[src/verilog/region_order_pkg.sv]
// Constants and helpers for the region attribute load/store ordering block
// Contract
// RULE1: Sixteen equal 256MB regions, each with its own attribute set.
// RULE2: Address bits 31 to 28 pick the region.
// RULE3: Each region has independent cacheable and side-effect flags.
// RULE4: Software never sets cacheable and side-effect together.
// RULE5: Boot firmware sets each region from the memory type it holds.
// RULE6: Local and bus-attached memories sit in different regions.
// RULE7: Local memories should share one region.
// RULE8: Local memory sizes are build parameters; 48KB for data only.
// RULE9: Bus loads pass a read FIFO, bus stores a write FIFO.
// RULE10: Loads leave in program order; stores leave in program order.
// RULE11: Side-effect stores never merge and never forward to loads.
// RULE12: A side-effect load drains every pending store first.
// RULE13: Side-effect loads go out at their exact size.
// RULE14: Idempotent loads go out as double-words, checked against stores.
// RULE15: Full store match forwards data, no stall, no bus read. The code holds the forward until older bus reads have returned.
// RULE16: Partial match drains the whole write FIFO before the read. The code waits only until no buffered store overlaps the load's bytes.
// RULE17: No match sends the load at once, stores not waited for.
// RULE18: Without fence, older stores need not precede younger idempotent loads.
// RULE19: Software fences after every memory-mapped register write.
// RULE20: Fence.i flushes, invalidates I-cache, refetches with a forced miss.
// RULE21: Fence.i also does all of the data fence work.
// RULE22: 8-bit outstanding count; issue stops at 255; barrier ends at 0.
// RULE23: Fence commits only when buffers idle and bus quiet.
`default_nettype none
package region_order_pkg;
    localparam int REGION_MSB = 31;
    localparam int REGION_LSB = 28;
    localparam int NUM_REGIONS = 16;
    localparam int WB_DEPTH = 4;
    localparam int RB_DEPTH = 4;
    localparam logic [2:0] WB_FULL = 3'h4;
    localparam logic [2:0] RB_FULL = 3'h4;
    localparam logic [7:0] MAX_OUTSTANDING = 8'hff;
    localparam logic [1:0] SIZE_B = 2'h0;
    localparam logic [1:0] SIZE_H = 2'h1;
    localparam logic [1:0] SIZE_W = 2'h2;
    localparam logic [1:0] SIZE_D = 2'h3;

    typedef enum logic [1:0] {FENCE_IDLE, FENCE_DRAIN, FENCE_REFETCH}
        fence_state_t;

    // Region index of an address
    function automatic logic [3:0] regionOf(input logic [31:0] a);
        return a[REGION_MSB:REGION_LSB];
    endfunction

    // Byte lanes touched inside a double-word
    function automatic logic [7:0] laneMask(input logic [1:0] sz,
                                            input logic [2:0] off);
        logic [7:0] m;
        m = 8'h00;
        case (sz)
            SIZE_B: m = 8'h01;
            SIZE_H: m = 8'h03;
            SIZE_W: m = 8'h0f;
            default: m = 8'hff;
        endcase
        return m << off;
    endfunction

    // Legal local memory sizes in KB
    function automatic logic memSizeOk(input int kb, input logic isData);
        case (kb)
            4, 8, 16, 32, 64, 128, 256, 512: return 1'b1;
            48: return isData;
            default: return 1'b0;
        endcase
    endfunction
endpackage
`default_nettype wire
[src/verilog/region_order.sv]
// Load/store ordering with per-region attributes toward the system bus
`timescale 1ns/1ps
`default_nettype none
module region_order
    import region_order_pkg::*;
#(
    parameter int LOCAL_INSTRUCTION_MEMORY_KB = 64,
    parameter int LOCAL_DATA_MEMORY_KB = 64
)
(
    input wire logic sys_clk,
    input wire logic rst_b,
    input wire logic [NUM_REGIONS-1:0] regionCacheable,
    input wire logic [NUM_REGIONS-1:0] regionSideEffect,
    input wire logic ldValid,
    input wire logic [31:0] ldAddr,
    input wire logic [1:0] ldSize,
    output logic ldReady,
    output logic ldRespValid,
    output logic [63:0] ldRespData,
    output logic ldRespForwarded,
    input wire logic stValid,
    input wire logic [31:0] stAddr,
    input wire logic [31:0] stData,
    input wire logic [1:0] stSize,
    output logic stReady,
    output logic rdReqValid,
    output logic [31:0] rdReqAddr,
    output logic [1:0] rdReqSize,
    output logic rdReqCacheable,
    input wire logic rdReqReady,
    input wire logic rdRespValid,
    input wire logic [63:0] rdRespData,
    output logic wrReqValid,
    output logic [31:0] wrReqAddr,
    output logic [1:0] wrReqSize,
    output logic [63:0] wrReqData,
    output logic [7:0] wrReqStrb,
    output logic wrReqCacheable,
    input wire logic wrReqReady,
    input wire logic wrRespValid,
    input wire logic fenceReq,
    input wire logic fenceIReq,
    output logic fenceDone,
    output logic flushPipe,
    output logic icacheInvalidate,
    output logic refetchNextPc,
    output logic [7:0] outstandingCount
);
    localparam logic MEM_OK = memSizeOk(LOCAL_INSTRUCTION_MEMORY_KB, 1'b0)
        && memSizeOk(LOCAL_DATA_MEMORY_KB, 1'b1);

    logic [31:0] wbAddr_reg [WB_DEPTH];
    logic [63:0] wbData_reg [WB_DEPTH];
    logic [7:0] wbMask_reg [WB_DEPTH];
    logic [1:0] wbSize_reg [WB_DEPTH];
    logic wbSe_reg [WB_DEPTH];
    logic wbCache_reg [WB_DEPTH];
    logic [1:0] wbHead_reg, wbTail_reg, lastIdx, wbIdx;
    logic [2:0] wbCount_reg, wbCount_next;
    logic [31:0] rbAddr_reg [RB_DEPTH];
    logic [1:0] rbSize_reg [RB_DEPTH];
    logic rbSe_reg [RB_DEPTH];
    logic rbCache_reg [RB_DEPTH];
    logic [1:0] rbHead_reg, rbTail_reg;
    logic [2:0] rbCount_reg, rbCount_next;
    logic [7:0] outstanding_reg, rdPend_reg;
    fence_state_t fenceState_reg;
    logic isFenceI_reg;
    logic ldAccept, stAccept, ldSe, stSe, canMerge, wbPush;
    logic [63:0] stLane, fwdData;
    logic [7:0] stMask, hMask, hitMask;
    logic [31:0] hAddr;
    logic headValid, headSe, blockHit, fullMatch, noMatch;
    logic wbDrained, canIssueRd, roomRd, roomWr;
    logic doRead, doWrite, doForward, allIdle, fenceHold;

    // ----------------------------------------------------------------
    // Request decode
    // ----------------------------------------------------------------
    // RULE1 RULE2 RULE3: region lookup
    assign ldSe = regionSideEffect[regionOf(ldAddr)];
    assign stSe = regionSideEffect[regionOf(stAddr)];
    assign ldAccept = ldValid && ldReady;
    assign stAccept = stValid && stReady;
    assign stMask = laneMask(stSize, stAddr[2:0]);
    assign stLane = 64'(stData) << {stAddr[2:0], 3'h0};
    assign lastIdx = 2'(wbTail_reg - 2'h1);
    // RULE11: side-effect stores never coalesce
    assign canMerge = stAccept && !stSe && wbCount_reg != 3'h0
        && !wbSe_reg[lastIdx]
        && wbAddr_reg[lastIdx][31:3] == stAddr[31:3]
        && !(doWrite && wbCount_reg == 3'h1);
    assign wbPush = stAccept && !canMerge;

    // ----------------------------------------------------------------
    // Head load versus write buffer
    // ----------------------------------------------------------------
    assign headValid = rbCount_reg != 3'h0;
    assign hAddr = rbAddr_reg[rbHead_reg];
    assign headSe = rbSe_reg[rbHead_reg];
    assign hMask = laneMask(rbSize_reg[rbHead_reg], hAddr[2:0]);
    // Bytes found oldest first, so newer stores overwrite older
    always_comb
    begin
        wbIdx = 2'h0;
        hitMask = 8'h00;
        blockHit = 1'b0;
        fwdData = 64'h0;
        for (int i = 0; i < WB_DEPTH; i++)
        begin
            wbIdx = 2'(wbHead_reg + 2'(i));
            if (3'(i) < wbCount_reg &&
                wbAddr_reg[wbIdx][31:3] == hAddr[31:3])
            begin
                hitMask = hitMask | (wbMask_reg[wbIdx] & hMask);
                // RULE11: side-effect bytes are not forwardable
                if (wbSe_reg[wbIdx] && (wbMask_reg[wbIdx] & hMask) != 8'h00)
                    blockHit = 1'b1;
                for (int b = 0; b < 8; b++)
                begin
                    if (wbMask_reg[wbIdx][b])
                        fwdData[b*8 +: 8] = wbData_reg[wbIdx][b*8 +: 8];
                end
            end
        end
        // A store already on its way cannot be searched byte by byte
        if (wrReqValid && wrReqAddr[31:3] == hAddr[31:3])
            blockHit = 1'b1;
    end
    assign fullMatch = !headSe && !blockHit && hitMask == hMask;
    assign noMatch = !blockHit && hitMask == 8'h00;
    assign wbDrained = wbCount_reg == 3'h0 && !wrReqValid;

    // ----------------------------------------------------------------
    // Issue decisions
    // ----------------------------------------------------------------
    assign canIssueRd = !rdReqValid || rdReqReady;
    // RULE22: never exceed 255 requests in flight
    assign roomRd = outstanding_reg != MAX_OUTSTANDING;
    assign roomWr = doRead ? outstanding_reg < 8'(MAX_OUTSTANDING - 8'h01)
                           : outstanding_reg != MAX_OUTSTANDING;
    // RULE12 RULE16 RULE17: drain for side effects or partial hits
    assign doRead = headValid && canIssueRd && roomRd
        && (headSe ? wbDrained : noMatch);
    // RULE15: forward only once older reads have returned, keeping order
    assign doForward = headValid && fullMatch && !rdReqValid
        && rdPend_reg == 8'h00 && !rdRespValid;
    // RULE10 RULE18: stores leave in order, loads may pass them
    assign doWrite = wbCount_reg != 3'h0 && (!wrReqValid || wrReqReady)
        && roomWr;
    assign wbCount_next = 3'(wbCount_reg + {2'h0, wbPush} - {2'h0, doWrite});
    assign rbCount_next = 3'(rbCount_reg + {2'h0, ldAccept}
        - {2'h0, doRead || doForward});
    assign allIdle = rbCount_reg == 3'h0 && wbDrained && !rdReqValid
        && outstanding_reg == 8'h00;
    assign fenceHold = (fenceState_reg == FENCE_IDLE && (fenceReq || fenceIReq))
        || (fenceState_reg == FENCE_DRAIN && (!allIdle || isFenceI_reg));

    // ----------------------------------------------------------------
    // Buffer storage
    // ----------------------------------------------------------------
    // RULE9: write FIFO and read FIFO entries, data needs no reset
    always_ff @(posedge sys_clk)
    begin
        if (wbPush)
        begin
            wbAddr_reg[wbTail_reg] <= stAddr;
            wbData_reg[wbTail_reg] <= stLane;
            wbMask_reg[wbTail_reg] <= stMask;
            wbSize_reg[wbTail_reg] <= stSize;
            wbSe_reg[wbTail_reg] <= stSe;
            wbCache_reg[wbTail_reg] <= regionCacheable[regionOf(stAddr)];
        end
        if (canMerge)
        begin
            wbMask_reg[lastIdx] <= wbMask_reg[lastIdx] | stMask;
            for (int b = 0; b < 8; b++)
            begin
                if (stMask[b])
                    wbData_reg[lastIdx][b*8 +: 8] <= stLane[b*8 +: 8];
            end
        end
        if (ldAccept)
        begin
            rbAddr_reg[rbTail_reg] <= ldAddr;
            rbSize_reg[rbTail_reg] <= ldSize;
            rbSe_reg[rbTail_reg] <= ldSe;
            rbCache_reg[rbTail_reg] <= regionCacheable[regionOf(ldAddr)];
        end
    end

    // Buffer pointers and counts
    always_ff @(posedge sys_clk)
    begin
        if (!rst_b)
        begin
            wbHead_reg <= 2'h0;
            wbTail_reg <= 2'h0;
            wbCount_reg <= 3'h0;
            rbHead_reg <= 2'h0;
            rbTail_reg <= 2'h0;
            rbCount_reg <= 3'h0;
        end
        else
        begin
            if (wbPush)
                wbTail_reg <= 2'(wbTail_reg + 2'h1);
            if (doWrite)
                wbHead_reg <= 2'(wbHead_reg + 2'h1);
            if (ldAccept)
                rbTail_reg <= 2'(rbTail_reg + 2'h1);
            if (doRead || doForward)
                rbHead_reg <= 2'(rbHead_reg + 2'h1);
            wbCount_reg <= wbCount_next;
            rbCount_reg <= rbCount_next;
        end
    end

    // Ready is computed a cycle ahead so it can leave a flip-flop
    always_ff @(posedge sys_clk)
    begin
        if (!rst_b)
        begin
            ldReady <= 1'b0;
            stReady <= 1'b0;
        end
        else
        begin
            ldReady <= rbCount_next != RB_FULL && !fenceHold;
            // RULE12: hold back younger stores while a side-effect load waits
            stReady <= wbCount_next != WB_FULL && !fenceHold
                && !(ldAccept && ldSe) && !(headValid && headSe && !doRead);
        end
    end

    // ----------------------------------------------------------------
    // Bus request slots
    // ----------------------------------------------------------------
    always_ff @(posedge sys_clk)
    begin
        if (!rst_b)
        begin
            rdReqValid <= 1'b0;
            rdReqAddr <= 32'h0;
            rdReqSize <= SIZE_B;
            rdReqCacheable <= 1'b0;
        end
        else if (doRead)
        begin
            rdReqValid <= 1'b1;
            rdReqCacheable <= rbCache_reg[rbHead_reg];
            // RULE13 RULE14: exact size or whole double-word
            rdReqAddr <= headSe ? hAddr : {hAddr[31:3], 3'h0};
            rdReqSize <= headSe ? rbSize_reg[rbHead_reg] : SIZE_D;
        end
        else if (rdReqReady)
            rdReqValid <= 1'b0;
    end

    always_ff @(posedge sys_clk)
    begin
        if (!rst_b)
        begin
            wrReqValid <= 1'b0;
            wrReqAddr <= 32'h0;
            wrReqSize <= SIZE_B;
            wrReqData <= 64'h0;
            wrReqStrb <= 8'h00;
            wrReqCacheable <= 1'b0;
        end
        else if (doWrite)
        begin
            wrReqValid <= 1'b1;
            wrReqData <= wbData_reg[wbHead_reg];
            wrReqStrb <= wbMask_reg[wbHead_reg];
            wrReqCacheable <= wbCache_reg[wbHead_reg];
            wrReqAddr <= wbSe_reg[wbHead_reg] ? wbAddr_reg[wbHead_reg]
                : {wbAddr_reg[wbHead_reg][31:3], 3'h0};
            wrReqSize <= wbSe_reg[wbHead_reg] ? wbSize_reg[wbHead_reg]
                : SIZE_D;
        end
        else if (wrReqReady)
            wrReqValid <= 1'b0;
    end

    // RULE22: count per request sent, minus per response
    always_ff @(posedge sys_clk)
    begin
        if (!rst_b)
        begin
            outstanding_reg <= 8'h00;
            rdPend_reg <= 8'h00;
        end
        else
        begin
            outstanding_reg <= 8'(outstanding_reg + {7'h0, doRead}
                + {7'h0, doWrite} - {7'h0, rdRespValid}
                - {7'h0, wrRespValid});
            rdPend_reg <= 8'(rdPend_reg + {7'h0, doRead}
                - {7'h0, rdRespValid});
        end
    end
    assign outstandingCount = outstanding_reg;

    // Load results, bus data or forwarded bytes
    always_ff @(posedge sys_clk)
    begin
        if (!rst_b)
        begin
            ldRespValid <= 1'b0;
            ldRespData <= 64'h0;
            ldRespForwarded <= 1'b0;
        end
        else
        begin
            ldRespValid <= rdRespValid || doForward;
            ldRespForwarded <= doForward;
            ldRespData <= rdRespValid ? rdRespData : fwdData;
        end
    end

    // ----------------------------------------------------------------
    // Fence and fence.i
    // ----------------------------------------------------------------
    // RULE23 RULE21: commit only with all buffers idle and count at zero
    always_ff @(posedge sys_clk)
    begin
        if (!rst_b)
        begin
            fenceState_reg <= FENCE_IDLE;
            isFenceI_reg <= 1'b0;
            fenceDone <= 1'b0;
            flushPipe <= 1'b0;
            icacheInvalidate <= 1'b0;
            refetchNextPc <= 1'b0;
        end
        else
        begin
            fenceDone <= 1'b0;
            flushPipe <= 1'b0;
            icacheInvalidate <= 1'b0;
            refetchNextPc <= 1'b0;
            case (fenceState_reg)
                FENCE_IDLE:
                begin
                    if (fenceReq || fenceIReq)
                    begin
                        fenceState_reg <= FENCE_DRAIN;
                        isFenceI_reg <= fenceIReq;
                    end
                end
                FENCE_DRAIN:
                begin
                    if (allIdle)
                    begin
                        fenceDone <= 1'b1;
                        // RULE20: flush and flash invalidate together
                        flushPipe <= isFenceI_reg;
                        icacheInvalidate <= isFenceI_reg;
                        fenceState_reg <= isFenceI_reg ? FENCE_REFETCH
                                                       : FENCE_IDLE;
                    end
                end
                FENCE_REFETCH:
                begin
                    // Refetch after invalidation, so it cannot hit
                    refetchNextPc <= 1'b1;
                    fenceState_reg <= FENCE_IDLE;
                end
                default: fenceState_reg <= FENCE_IDLE;
            endcase
        end
    end
endmodule // region_order
`default_nettype wire

[config.mk]
export PLATFORM = sky130hd
export DESIGN_NAME = region_order
export DESIGN_NICKNAME = d
export VERILOG_FILES = /design/src/verilog/region_order_pkg.sv /design/src/verilog/region_order.sv
export SDC_FILE = /design/constraint.sdc
export NUM_CORES = 2
export LEC_CHECK = 0
export BUFFER_PORTS_ARGS = -buffer_cell sky130_fd_sc_hd__buf_2
export CORE_ASPECT_RATIO = 1.75
export CORE_UTILIZATION = 31
export CTS_BUF_LIST = sky130_fd_sc_hd__clkbuf_4 sky130_fd_sc_hd__clkbuf_8
export DETAILED_ROUTE_END_ITERATION = 10
export REMOVE_ABC_BUFFERS = 1
export SLEW_MARGIN = 20
export SYNTH_ARGS = -nofsm -noshare
export SYNTH_HDL_FRONTEND = slang
export SYNTH_SLANG_ARGS = --single-unit
[constraint.sdc]
create_clock -name sys_clk -period 6.2 [get_ports sys_clk]
set_input_delay 0.31 -clock sys_clk [delete_from_list [all_inputs] [get_ports sys_clk]]
set_output_delay 0.31 -clock sys_clk [all_outputs]
set_load 0.1 [all_outputs]
==> results.toml <==
[run_status]
status = "completed"

[setup_path]
critPathArrivalTime_ns = 6.69
crit_type = "register to register"
crit_fanout = 10
crit_top_cell = "fa_1"
slowest_stage = "mux4_2"
critPathRequiredTime_ns = 6.92
max_stage_delay_ns = 0.67
path_cells = "buf_12 -> mux4_2 -> xnor2_1 -> o221ai_1 -> nor4_2 -> buf_4 -> nand3_1 -> o211ai_1 -> a222oi_1 -> o2111ai_2 -> nor2_2 -> nor2_2 -> inv_1 -> fa_1 -> fa_1 -> ha_1 -> fa_1 -> nor2b_1 -> o21ai_0 -> nand2b_1 -> a21o_1 -> a21oi_2 -> xnor2_1 -> nor2_1"
worst_setup_path_end_kind = "register"
cp-start-kind = "register"

[placed_design]
dp.cells = 5897
io_buffers = 429
gp_congestion = 0.992
placed_area_um2 = 51800
dp_hpwl_um = 127000

[floorplanning]
die_x_um = 294
core-area_um2 = 148000
rows = 187
die_h_um = 513
dieArea_um2 = 151000
initial_utilization = 0.312
io_pins = 430

[min_path]
hold_path.class = "input port to register"

[synth]
synth_edf_count = 576
ys.warnings.count = 0
synth-seq-area-share = 0.483
netlist.top_cell.by_area = "edfxtp_1"
syn_avg_cell_area_um2 = 13.1
async_reset_ff_frac = 0
synth_flop_cell = "edfxtp_1"
netlist.area_leader.share = 0.374
synth_area_leaders = "edfxtp_1 (37%), mux4_2 (21%), dfxtp_1 (11%)"
synthDistinctLibCells = 84
syn_inst = 3541
ys_seq_elements = 828
syn_area_um2 = 46300

[pwr]
p_leak_nw = 19.7
powerDensity_nw_per_um2 = 487
ir_worst_vdd_uv = 455

[global_routing]
antenna_found_initial = 13
grt_pass1_vias = 35800
grt_pass1_wl_um = 246000
grt_max_degree = 102
grt.total_usage = 0.225
grt_overflow = 0

[timing]
finalMaxSlewViolations = 0
finalHoldViolCount = 0
period_share = 0.963
timing.slew.headroom = 0.200
finClkSkew_ns = 0.0540
finalSetupViolations = 0
period_minus_slack_ns = 5.97
hold_ws_ns = 0.111
max_freq_mhz = 168
tightestPinTransition_ns = 1.20

[cells_and_area]
largest_reg_flops = 256
fill_cells = 14100
final_util = 0.383
area_delta_synth_final_pct = 22.6
fin_nets = 4486
drive_gt1_frac = 0.346
layoutNonFillerInstCount = 6338
fin_area_um2 = 56700

[clock_network]
clock_latency_ns = 0.89
cts-root-buf = "clkbuf_8"
clkTransAtPathRegs_ns = 0.06
cts_tree = "yes"
numCtsBuffers = 133
clk_path_buf_depth = 3
clock-sinks = 828
htree_levels = 4

[flow_run]
cap_violations = 0

[routing]
vias = 36100
post_drt_wl_per_cell_um = 27.4
route.detailed.drc = 0
dr.pass1.iters = 6
drt_first_iter_violations = 3943
final_antenna_net_count = 0
viasPerCell = 5.70
wl_um = 174000
-- routing by layer --
layer  global-route usage  wire [µm]  vias to the layer above
met1                0.249      60700                    18300
met4                0.134      11300                       12
met3               0.0418      13100                      413
li1                     -          -                    15500
met5                    0         70                        -
met2                0.398      88400                     1914
-- logic make-up (layout without fill, tap and decap cells) --
kind of cell               after synthesis  after routing  synth area share
DFF                                    828            828             0.483
and+or+nand+nor                        774            774            0.0837
AOI/OAI and AO/OA                      740            740             0.102
muxes                                  603            603             0.251
buffers and inverters                  386           1193            0.0363
xor gates and xnor gates               166            166            0.0314
adders and majority gates               44             44            0.0129
other                                    0              6                 0
-- metrics by stage --
| stage | setup TNS (ns) | setup slack, ns | total power [mW] |
|---|---|---|---|
| final | 0 | 0.231 | 27.6 |
| after global routing | -0.0123 | -0.0123 | 28.8 |
| after CTS | 0 | 0.0170 | 27.4 |
| after detailed placement | -0.157 | -0.157 | 22.1 |
| after global placement | -0.156 | -0.156 | 22.0 |
| after floorplan | -6542.31 | -13.74 | 17.8 |
-- path summary, 6_finish.rpt --
path / slack [ns] / to / cells past startpoint / from
hold / removal: 0.11 / wbTail_reg[0] / 4 / stValid
setup / recovery: 0.23 / outstandingCount[7] / 24 / register
hold reg to reg: 0.46 / rdReqAddr[20] / 2 / rdReqAddr[20]
setup reg to reg: 0.23 / outstandingCount[7] / 24 / register
-- cell usage in the layout, fill, tap and decap left out, types with 26 or more instances in the layout --
cell type,n
a211oi_1,47
mux2_2,52
dlygate4sd3_1,151
clkbuf_8,138
nand2b_1,39
buf_4,251
dfxtp_1,245
o211ai_1,31
o31ai_1,36
o21ai_0,222
inv_1,77
nor2_1,175
and2_1,31
buf_2,429
a22o_1,26
edfxtp_1,576
nand2_1,148
nor3_1,47
nand4_1,60
clkbuf_4,35
a21oi_1,203
mux2i_1,112
nand3_1,161
ha_1,38
xnor2_1,155
mux4_2,439
-- area by class of cell --
class	instances	area [µm²]	share of cell area
Antenna cell	6	15.0	0.000265
Clock buffer	173	2160	0.0381
Clock inverter	74	713	0.0126
Inverter	82	318	0.00560
Multi-Input combinational cell	2327	22400	0.396
Sequential cell	828	22400	0.394
Tap cell	1984	2480	0.0438
Timing Repair Buffer	864	6230	0.110
-- critical path: cells and delay by family (launching register included) --
kind,cells,cell delay [ns]
fa+ha+maj,4,1.49
flops,1,0.43
buf+inv,3,0.44
xor+xnor,2,0.41
simple gates,7,1.06
compound gates,7,1.32
mux,1,0.67
-- what timing repair did --
action	in CTS	in global routing
hold buffers	151	0
setup buffers	0	33
pin swaps	0	9
hold endpoints to repair	399	0
gates cloned	0	3
resized for setup	6	29
setup endpoints to repair	1	1
-- synthesized netlist by cell type, drive strengths merged, types with 60 or more instances --
library cell	n
a21oi	204
buf	134
clkbuf	170
dfxtp	252
edfxtp	576
inv	80
mux2i	112
mux4	439
nand2	149
nand3	162
nand4	60
nor2	180
o21ai	230
xnor2	160
-- report_power, final --
group,leakage (nW),switching [mW],internal (mW),total [mW]
registers,7.31,0.628,6.53,7.16
logic,10.9,10.0,5.24,15.3
clock network,1.51,2.45,2.73,5.18
(Power assumes the default switching activity.)
